File: src/hdl/dspr_cfg.svh
`ifndef DSPR_CFG_SVH
`define DSPR_CFG_SVH

// ----------------------------------------------------------------------------
// Clock and timing
// ----------------------------------------------------------------------------
`define DSPR_CLK_MHZ 40
`define DSPR_SPIKE_US 5
`define DSPR_SPIKE_CYC (`DSPR_SPIKE_US * `DSPR_CLK_MHZ)
`define DSPR_BLANK_MS 120
`define DSPR_BLANK_CYC (`DSPR_BLANK_MS * 1000 * `DSPR_CLK_MHZ)
`define DSPR_NVLOAD_MS 100
`define DSPR_NVLOAD_CYC (`DSPR_NVLOAD_MS * 1000 * `DSPR_CLK_MHZ)
`define DSPR_FRAME_US 16667
`define DSPR_FRAME_CYC (`DSPR_FRAME_US * `DSPR_CLK_MHZ)
`define DSPR_TE_CYC 4
`define DSPR_SPIKE_W 8
`define DSPR_CNT_W 23

// ----------------------------------------------------------------------------
// Port select codes, highest bit first
// ----------------------------------------------------------------------------
`define DSPR_MODE_3W 4'h6
`define DSPR_MODE_4W2 4'he

// ----------------------------------------------------------------------------
// Register offsets and fields
// ----------------------------------------------------------------------------
`define DSPR_REG_STATUS 8'h00
`define DSPR_REG_CLEAR 8'h04
`define DSPR_REG_ENABLE 8'h08
`define DSPR_REG_CTRL 8'h0c
`define DSPR_REG_STATE 8'h10
`define DSPR_EV_W 4
`define DSPR_EV_RX 0
`define DSPR_EV_RESET 1
`define DSPR_EV_LOADED 2
`define DSPR_EV_FRAME 3
`define DSPR_CTRL_SLEEP 0
`define DSPR_CTRL_TE_EN 1
`define DSPR_CTRL_RESET 2'h1
`define DSPR_SYNC_RESET 9'h003

`endif

File: src/hdl/dspr_pkg.sv
package dspr_pkg;

   typedef enum logic [3:0] {
      DSPR_ST_RUN   = 4'b0001,
      DSPR_ST_BLANK = 4'b0010,
      DSPR_ST_HELD  = 4'b0100,
      DSPR_ST_LOAD  = 4'b1000
   } dspr_state_e;

   typedef struct packed {
      logic is_data;
      logic [7:0] byte_v;
   } dspr_rx_s;

   typedef struct packed {
      logic [7:0] addr;
      logic [31:0] wdata;
      logic wr;
      logic rd;
   } dspr_req_s;

   typedef logic [3:0] dspr_mode_t;

endpackage

File: src/hdl/dspr_top.sv
// Local design decisions: the placing of the registers and the plain strobed port.
`include "dspr_cfg.svh"
`timescale 1ns/1ps
`default_nettype none

module dspr_top import dspr_pkg::*; #(
   parameter int BLANK_CYC = `DSPR_BLANK_CYC,
   parameter int NVLOAD_CYC = `DSPR_NVLOAD_CYC,
   parameter int FRAME_CYC = `DSPR_FRAME_CYC
) (
   input wire logic core_clk_in,          // Core clock, 40 MHz
   input wire logic rst_in,               // Synchronous reset, active high
   input wire logic hw_reset_n_in,        // Reset pin, active low
   input wire logic chip_select_n_in,     // Chip select pin, active low
   input wire logic serial_clk_in,        // Serial clock pin
   input wire logic cmd_data_sel_in,      // Command/data select pin
   input wire logic serial_data_in,       // Data pin input level
   input wire logic port_select_bit3_in,  // Port select strap bit 3
   input wire logic port_select_bit2_in,  // Port select strap bit 2
   input wire logic port_select_bit1_in,  // Port select strap bit 1
   input wire logic port_select_bit0_in,  // Port select strap bit 0
   input wire logic rd_en_in,             // Return a byte after the current one
   input wire logic [7:0] tx_byte_in,     // Byte to return
   input wire dspr_req_s reg_req_in,      // Register request
   output logic [31:0] reg_rdata_out,     // Register read data
   output logic serial_data_out,          // Data pin output level
   output logic serial_data_oe_out,       // Data pin output enable
   output logic serial_read_out,          // Separate read data pin
   output logic serial_read_oe_out,       // Separate read pin output enable
   output logic frame_sync_out,           // Frame sync pulse
   output logic display_blank_out,        // Display blanked
   output logic nv_load_busy_out,         // Settings load running
   output logic rx_valid_out,             // Received byte strobe
   output dspr_rx_s rx_word_out,          // Received byte and its flag
   output logic irq_out                   // Interrupt, active high
);

   // -------------------------------------------------------------------------
   // Pin synchronisers
   // -------------------------------------------------------------------------
   logic [8:0] sync1;
   logic [8:0] sync2;
   logic sclk_d;
   logic rst_n_s;
   logic cs_s;
   logic sclk_s;
   logic dc_s;
   logic sdi_s;
   dspr_mode_t mode_s;
   logic sclk_rise;
   logic sclk_fall;

   always_ff @(posedge core_clk_in) begin
      if (rst_in) begin
         sync1 <= `DSPR_SYNC_RESET;
         sync2 <= `DSPR_SYNC_RESET;
         sclk_d <= 1'b0;
      end else begin
         sync1 <= {port_select_bit3_in, port_select_bit2_in, port_select_bit1_in,
                   port_select_bit0_in, serial_data_in, cmd_data_sel_in, serial_clk_in,
                   chip_select_n_in, hw_reset_n_in};
         sync2 <= sync1;
         sclk_d <= sync2[2];
      end
   end

   assign rst_n_s = sync2[0];
   assign cs_s = sync2[1];
   assign sclk_s = sync2[2];
   assign dc_s = sync2[3];
   assign sdi_s = sync2[4];
   assign mode_s = sync2[8:5];
   assign sclk_rise = sclk_s & ~sclk_d;
   assign sclk_fall = ~sclk_s & sclk_d;

   // -------------------------------------------------------------------------
   // Reset spike filter
   // -------------------------------------------------------------------------
   logic [`DSPR_SPIKE_W-1:0] low_cnt;
   logic [`DSPR_SPIKE_W-1:0] high_cnt;
   logic in_reset;
   localparam logic [`DSPR_SPIKE_W-1:0] SPIKE_LAST = `DSPR_SPIKE_W'(`DSPR_SPIKE_CYC - 1);

   always_ff @(posedge core_clk_in) begin
      if (rst_in || rst_n_s) begin
         low_cnt <= '0;
      end else if (low_cnt != SPIKE_LAST) begin
         low_cnt <= low_cnt + 1'b1;
      end
   end

   always_ff @(posedge core_clk_in) begin
      if (rst_in || !rst_n_s) begin
         high_cnt <= '0;
      end else if (high_cnt != SPIKE_LAST) begin
         high_cnt <= high_cnt + 1'b1;
      end
   end

   always_ff @(posedge core_clk_in) begin
      if (rst_in) begin
         in_reset <= 1'b0;
      end else if (!rst_n_s && low_cnt == SPIKE_LAST) begin
         in_reset <= 1'b1;
      end else if (rst_n_s && high_cnt == SPIKE_LAST) begin
         in_reset <= 1'b0;
      end
   end

   // -------------------------------------------------------------------------
   // Reset, blanking and settings load sequence
   // -------------------------------------------------------------------------
   dspr_state_e state;
   dspr_state_e next_state;
   logic [`DSPR_CNT_W-1:0] seq_cnt;
   logic [1:0] ctrl;
   logic seq_last;

   always_comb begin
      seq_last = 1'b0;
      next_state = state;
      unique case (state)
         DSPR_ST_RUN: begin
            if (in_reset) begin
               next_state = ctrl[`DSPR_CTRL_SLEEP] ? DSPR_ST_HELD : DSPR_ST_BLANK;
            end
         end
         DSPR_ST_BLANK: begin
            seq_last = (seq_cnt == `DSPR_CNT_W'(BLANK_CYC - 1));
            if (seq_last) begin
               next_state = DSPR_ST_HELD;
            end
         end
         DSPR_ST_HELD: begin
            if (!in_reset) begin
               next_state = DSPR_ST_LOAD;
            end
         end
         DSPR_ST_LOAD: begin
            seq_last = (seq_cnt == `DSPR_CNT_W'(NVLOAD_CYC - 1));
            if (in_reset) begin
               next_state = DSPR_ST_HELD;
            end else if (seq_last) begin
               next_state = DSPR_ST_RUN;
            end
         end
      endcase
   end

   always_ff @(posedge core_clk_in) begin
      if (rst_in) begin
         state <= DSPR_ST_LOAD;
         seq_cnt <= '0;
      end else begin
         state <= next_state;
         if (next_state != state) begin
            seq_cnt <= '0;
         end else if (!seq_last) begin
            seq_cnt <= seq_cnt + 1'b1;
         end
      end
   end

   always_ff @(posedge core_clk_in) begin
      if (rst_in) begin
         display_blank_out <= 1'b1;
         nv_load_busy_out <= 1'b1;
      end else begin
         display_blank_out <= (next_state != DSPR_ST_RUN);
         nv_load_busy_out <= (next_state == DSPR_ST_LOAD);
      end
   end

   // -------------------------------------------------------------------------
   // Serial receive
   // -------------------------------------------------------------------------
   logic mode_3w;
   logic mode_4w2;
   logic rx_on;
   logic [2:0] bit_cnt;
   logic [7:0] rx_sh;
   logic byte_end;

   assign mode_3w = (mode_s == `DSPR_MODE_3W);
   assign mode_4w2 = (mode_s == `DSPR_MODE_4W2);
   assign rx_on = (state == DSPR_ST_RUN) && (mode_3w || mode_4w2) && !cs_s;
   assign byte_end = rx_on && sclk_rise && (bit_cnt == 3'h7);

   always_ff @(posedge core_clk_in) begin
      if (rst_in || !rx_on) begin
         bit_cnt <= '0;
         rx_sh <= '0;
      end else if (sclk_rise) begin
         bit_cnt <= bit_cnt + 1'b1;
         rx_sh <= {rx_sh[6:0], sdi_s};
      end
   end

   always_ff @(posedge core_clk_in) begin
      if (rst_in) begin
         rx_valid_out <= 1'b0;
         rx_word_out <= '0;
      end else begin
         rx_valid_out <= byte_end;
         if (byte_end) begin
            rx_word_out.byte_v <= {rx_sh[6:0], sdi_s};
            rx_word_out.is_data <= dc_s;
         end
      end
   end

   // -------------------------------------------------------------------------
   // Serial transmit
   // -------------------------------------------------------------------------
   logic [7:0] tx_sh;
   logic [3:0] tx_left;
   logic tx_bit;
   logic tx_drive;

   always_ff @(posedge core_clk_in) begin
      if (rst_in || !rx_on) begin
         tx_sh <= '0;
         tx_left <= '0;
         tx_drive <= 1'b0;
      end else if (byte_end && rd_en_in) begin
         tx_sh <= tx_byte_in;
         tx_left <= 4'h8;
      end else if (sclk_fall) begin
         tx_drive <= (tx_left != 4'h0);
         if (tx_left != 4'h0) begin
            tx_sh <= {tx_sh[6:0], 1'b0};
            tx_left <= tx_left - 1'b1;
         end
      end
   end

   // Output bit holds between falling edges so it is stable at the host's sample
   always_ff @(posedge core_clk_in) begin
      if (rst_in) begin
         tx_bit <= 1'b0;
      end else if (rx_on && sclk_fall && tx_left != 4'h0) begin
         tx_bit <= tx_sh[7];
      end
   end

   assign serial_data_out = tx_bit;
   assign serial_read_out = tx_bit;
   assign serial_data_oe_out = tx_drive && mode_3w;
   assign serial_read_oe_out = tx_drive && mode_4w2;

   // -------------------------------------------------------------------------
   // Frame sync generator
   // -------------------------------------------------------------------------
   logic [`DSPR_CNT_W-1:0] frame_cnt;
   logic [2:0] te_left;
   logic frame_start;

   assign frame_start = (state == DSPR_ST_RUN) && (frame_cnt == '0);

   always_ff @(posedge core_clk_in) begin
      if (rst_in || state != DSPR_ST_RUN) begin
         frame_cnt <= '0;
      end else if (frame_cnt == `DSPR_CNT_W'(FRAME_CYC - 1)) begin
         frame_cnt <= '0;
      end else begin
         frame_cnt <= frame_cnt + 1'b1;
      end
   end

   always_ff @(posedge core_clk_in) begin
      if (rst_in) begin
         te_left <= '0;
         frame_sync_out <= 1'b0;
      end else begin
         if (frame_start && ctrl[`DSPR_CTRL_TE_EN]) begin
            te_left <= 3'(`DSPR_TE_CYC);
         end else if (te_left != 3'h0) begin
            te_left <= te_left - 1'b1;
         end
         frame_sync_out <= (te_left != 3'h0);
      end
   end

   // -------------------------------------------------------------------------
   // Registers and interrupt
   // -------------------------------------------------------------------------
   logic [`DSPR_EV_W-1:0] status;
   logic [`DSPR_EV_W-1:0] enable;
   logic [`DSPR_EV_W-1:0] events;
   logic [`DSPR_EV_W-1:0] clr;
   logic in_reset_d;

   always_ff @(posedge core_clk_in) begin
      if (rst_in) begin
         in_reset_d <= 1'b0;
      end else begin
         in_reset_d <= in_reset;
      end
   end

   always_comb begin
      events = '0;
      events[`DSPR_EV_RX] = byte_end;
      events[`DSPR_EV_RESET] = in_reset && !in_reset_d;
      events[`DSPR_EV_LOADED] = (state == DSPR_ST_LOAD) && (next_state == DSPR_ST_RUN);
      events[`DSPR_EV_FRAME] = frame_start;
      clr = '0;
      if (reg_req_in.wr && reg_req_in.addr == `DSPR_REG_CLEAR) begin
         clr = reg_req_in.wdata[`DSPR_EV_W-1:0];
      end
   end

   // Set beats clear in the same cycle
   always_ff @(posedge core_clk_in) begin
      if (rst_in) begin
         status <= '0;
      end else begin
         status <= (status & ~clr) | events;
      end
   end

   always_ff @(posedge core_clk_in) begin
      if (rst_in) begin
         enable <= '0;
      end else if (reg_req_in.wr && reg_req_in.addr == `DSPR_REG_ENABLE) begin
         enable <= reg_req_in.wdata[`DSPR_EV_W-1:0];
      end
   end

   // Hardware reset returns control to its default condition
   always_ff @(posedge core_clk_in) begin
      if (rst_in || in_reset) begin
         ctrl <= `DSPR_CTRL_RESET;
      end else if (reg_req_in.wr && reg_req_in.addr == `DSPR_REG_CTRL) begin
         ctrl <= reg_req_in.wdata[1:0];
      end
   end

   always_ff @(posedge core_clk_in) begin
      if (rst_in || !reg_req_in.rd) begin
         reg_rdata_out <= '0;
      end else begin
         unique case (reg_req_in.addr)
            `DSPR_REG_STATUS: reg_rdata_out <= {28'h0, status};
            `DSPR_REG_ENABLE: reg_rdata_out <= {28'h0, enable};
            `DSPR_REG_CTRL: reg_rdata_out <= {30'h0, ctrl};
            `DSPR_REG_STATE: reg_rdata_out <= {23'h0, mode_s, state, in_reset};
            default: reg_rdata_out <= '0;
         endcase
      end
   end

   assign irq_out = |(status & enable);
endmodule

`default_nettype wire

File: config.mk
export PLATFORM = sky130hd
export DESIGN_NAME = dspr_top
export DESIGN_NICKNAME = d
export VERILOG_FILES = /design/src/hdl/dspr_pkg.sv /design/src/hdl/dspr_top.sv
export VERILOG_INCLUDE_DIRS = /design/src /design/src/hdl
export SDC_FILE = /design/constraint.sdc
export NUM_CORES = 1
export LEC_CHECK = 0
export ABC_AREA = 1
export BUFFER_PORTS_ARGS = -buffer_cell sky130_fd_sc_hd__buf_4
export CAP_MARGIN = 40
export CORE_AREA = 2 2 121 123
export DETAILED_ROUTE_END_ITERATION = 12
export DIE_AREA = 0 0 123 125
export HOLD_SLACK_MARGIN = 0.12
export PLACE_DENSITY = 0.68
export SLEW_MARGIN = 25
export SYNTH_ARGS = -nofsm -noshare
export SYNTH_HDL_FRONTEND = slang
export SYNTH_SLANG_ARGS = --single-unit
File: constraint.sdc
create_clock -name core_clk_in -period 2.1 [get_ports core_clk_in]
set_input_delay 0.105 -clock core_clk_in [delete_from_list [all_inputs] [get_ports core_clk_in]]
set_output_delay 0.105 -clock core_clk_in [all_outputs]
set_load 0.01 [all_outputs]
==> impl_results.md <==
- Starting Density: 48.4%
- Top cells by count, synth: 170 x nand2_1, 146 x dfxtp_1, 138 x nor2_1
- DR iter-0 viols: 320
- # diodes: 0
- Vias in the first global route: 5496
- Drt first pass iters: 5
- Post-synth top flop: dfxtp_1
- Fin cells: 1244
- Die Wd: 123 um
- Critical Path RT: 2.46 ns
- Pwr dens: 722 nW/um^2
- Port bufs: 60
- Worst Hold Launch: reg_req_in[37]
- Clk buf depth: 2
- DP Cell Count: 1179
- Worst rel slew slack: 64.9%
- RSZ-0062 raised after global routing: false
- Unique masters post-synth: 42
- Crit. End Element: flip-flop
- R2R Setup Slk: 0.20 ns
- Placement Rows: 44
- GRT Overall Usage: 20.1%
- Top layer in use: met4
- Final slew viol count: 0
- Worst Path Max Fanout: 9
- Layout Nets: 1121
- Synth async-reset ratio: 0%
- Fill count: 1325
- Initial antenna violation count: 0
- Met2 wire length: 6830 um
- DR WL met3: 510 um
- Outcome: finished clean
- Crit path launch: reg_req_in[36]
- DP Wirelength: 10400 um
- Syn_area_per_cell: 7.26 sq um
- CP Launch Type: primary input
- Pin count of the biggest net entering global routing: 24
- Synth warnings: 0
- LEAKAGE: 3.47 nW
- Wl on met1: 7100 um
- GP Congestion: 0.882
- Setup violators final: 0
- R2r startpoint: seq_cnt[1]$_SDFFE_PP0N_
- Worst Path Arrival: 2.26 ns
- Cts bufs inserted: 17
- Max IR drop VDD: 0.644 mV
- Worst-Skew Late Latency: 0.42 ns
- Share of layout cells above drive strength 1: 14.8%
- Largest area contributor in the netlist: dfxtp_1
- Type of the worst setup path: primary input to flip-flop
- DR vias: 5966
- Count of flip-flops with a built-in enable after synthesis: 0
- Most frequent cell after synthesis: nand2_1
- Fin Clk Skew: 0.00973 ns
- Post-Route Setup TNS: 0 ns
- Routed WL: 14600 um
- Share of the synthesized area in the top cell type: 42.5%
- # DRC: 0
- Die height: 125 um
- Fmax: 0.528 GHz
- Synth Instances: 946
- Root buffer cell: clkbuf_16
- Global-route wire length before repair: 24900 um
- WL/cell: 11.8 um
- Max H-tree Level: 4
- Vias per std cell: 4.80
- I/O Pins: 112
- Die area: 15400 sq um
- Area Growth Syn to Fin: 21.2%
- TritonCTS Sinks: 146
- TritonCTS clock tree: done
- Number of max-cap violations: 0
- Final min period: 1.90 ns
- #FFs+latches synth: 146
- Hold crit path type: primary input to flip-flop
- Top post-synthesis cells by area: dfxtp_1 43%, nand2_1 9.3%, nor2_1 7.5%
- Worst slew pin tran: 0.522 ns
- Crit path cell chain: dlygate4sd3_1 -> buf_4 -> nor3_1 -> nand3_2 -> nor3_1 -> dlygate4sd3_1
- Total core area: 14200 sq um
- Worst path slowest cell: dlygate4sd3_1
- Post-Syn Area: 6870 sq um
- Clk slew on worst S/H paths: 0.06 ns
- Final hold vios: 0
- Share of the yosys chip area belonging to registers: 42.5%
- Slowest Stage Delay on Critical Path: 0.59 ns
- Grt total ovfl: 0
- Tcrit/Tclk final: 90.3%
- Post-route ant nets: 0
==> through the flow <==
stage | setup slack (ns) | utilization, % | power [mW] | hold slack [ns] | area (sq um)
floorplan | 0.415 | - | 3.15 | 0.209 | 6950
global placement | 0.216 | 52.4 | 3.22 | 0.292 | 7440
detailed placement | 0.174 | 52.4 | 3.23 | 0.292 | 7440
CTS | 0.153 | 58.6 | 6.08 | 0.127 | 8330
global route | 0.00856 | 58.6 | 6.26 | 0.160 | 8330
finish | 0.204 | 58.6 | 6.02 | 0.141 | 8330
==> critical path, delay by kind of cell <==
family | cells | cell delay [ns]
buffers and inverters | 3 | 1.29
AND/OR/NAND/NOR | 3 | 0.86
==> routing by layer <==
layer | track usage, % | vias up
met3 | 4.79 | 18
met1 | 27.2 | 2692
met2 | 31.7 | 97
met5 | 0 | -
li1 | - | 3159
met4 | 6.48 | 0
==> logic make-up after synthesis <==
kind of cell	Yosys count	synth area share [%]
flops	146	42.5
xor+xnor	35	4.46
simple gates	471	31.2
compound gates	103	8.20
other cells	1	0.0546
fa+ha+maj	12	2.19
buf+inv	178	11.4
==> flip-flops by register name (all words and copies together), names as in the netlist, 2 cells and up <==
name	cells
frame_cnt	23
seq_cnt	23
reg_rdata_out	9
rx_word_out	9
sync1	9
sync2	9
high_cnt	8
low_cnt	8
tx_sh	8
rx_sh	7
enable	4
state	4
status	4
tx_left	4
bit_cnt	3
te_left	3
ctrl	2
==> layout by cell type, fill, tap and decap left out, types with 10 or more instances in the layout <==
cell             n
nand2_1        169
dfxtp_1        146
nor2_1         138
inv_1          130
buf_4           68
a21oi_1         47
nand3_1         46
dlygate4sd3_1   33
nor3_1          32
o21ai_0         32
xor2_1          25
nor2_2          24
conb_1          23
clkbuf_16       17
nand4_1         16
ha_1            12
or2_2           11
xnor2_1         10
==> power breakdown <==
part           total (mW)  leakage [nW]  switching, mW  internal [mW]
Combinational       0.355          2.02          0.183          0.172
Clock                2.81         0.266           1.26           1.55
Sequential           2.86          1.18         0.0291           2.83
Total                6.02          3.47           1.47           4.54
==> final timing paths <==
check | to | cells after the start
setup / recovery | reg_rdata_out[8]$_SDFF_PP0_ | 6
hold / removal | reg_rdata_out[7]$_SDFF_PP0_ | 4
setup reg to reg | seq_cnt[0]$_SDFFE_PP0N_ | 11
hold reg to reg | sync2[3]$_SDFF_PP0_ | 2
==> layout make-up <==
cell class	count	area, sq um	area share [%]
flip-flops and latches	146	2920	35.1
well taps	184	230	2.76
multi-input cells	644	3250	39.0
inverters	136	510	6.13
clock buffers	17	425	5.11
repair buffers	102	861	10.3
clock inverters	15	128	1.53
==> timing repair <==
item,4_1_cts,5_1_grt
hold buffers,33,0
endpoints found under the setup margin,0,13
gates resized for setup,0,1
buffers inserted,0,0
hold endpoints to repair,41,0
(Power assumes the default switching activity.)
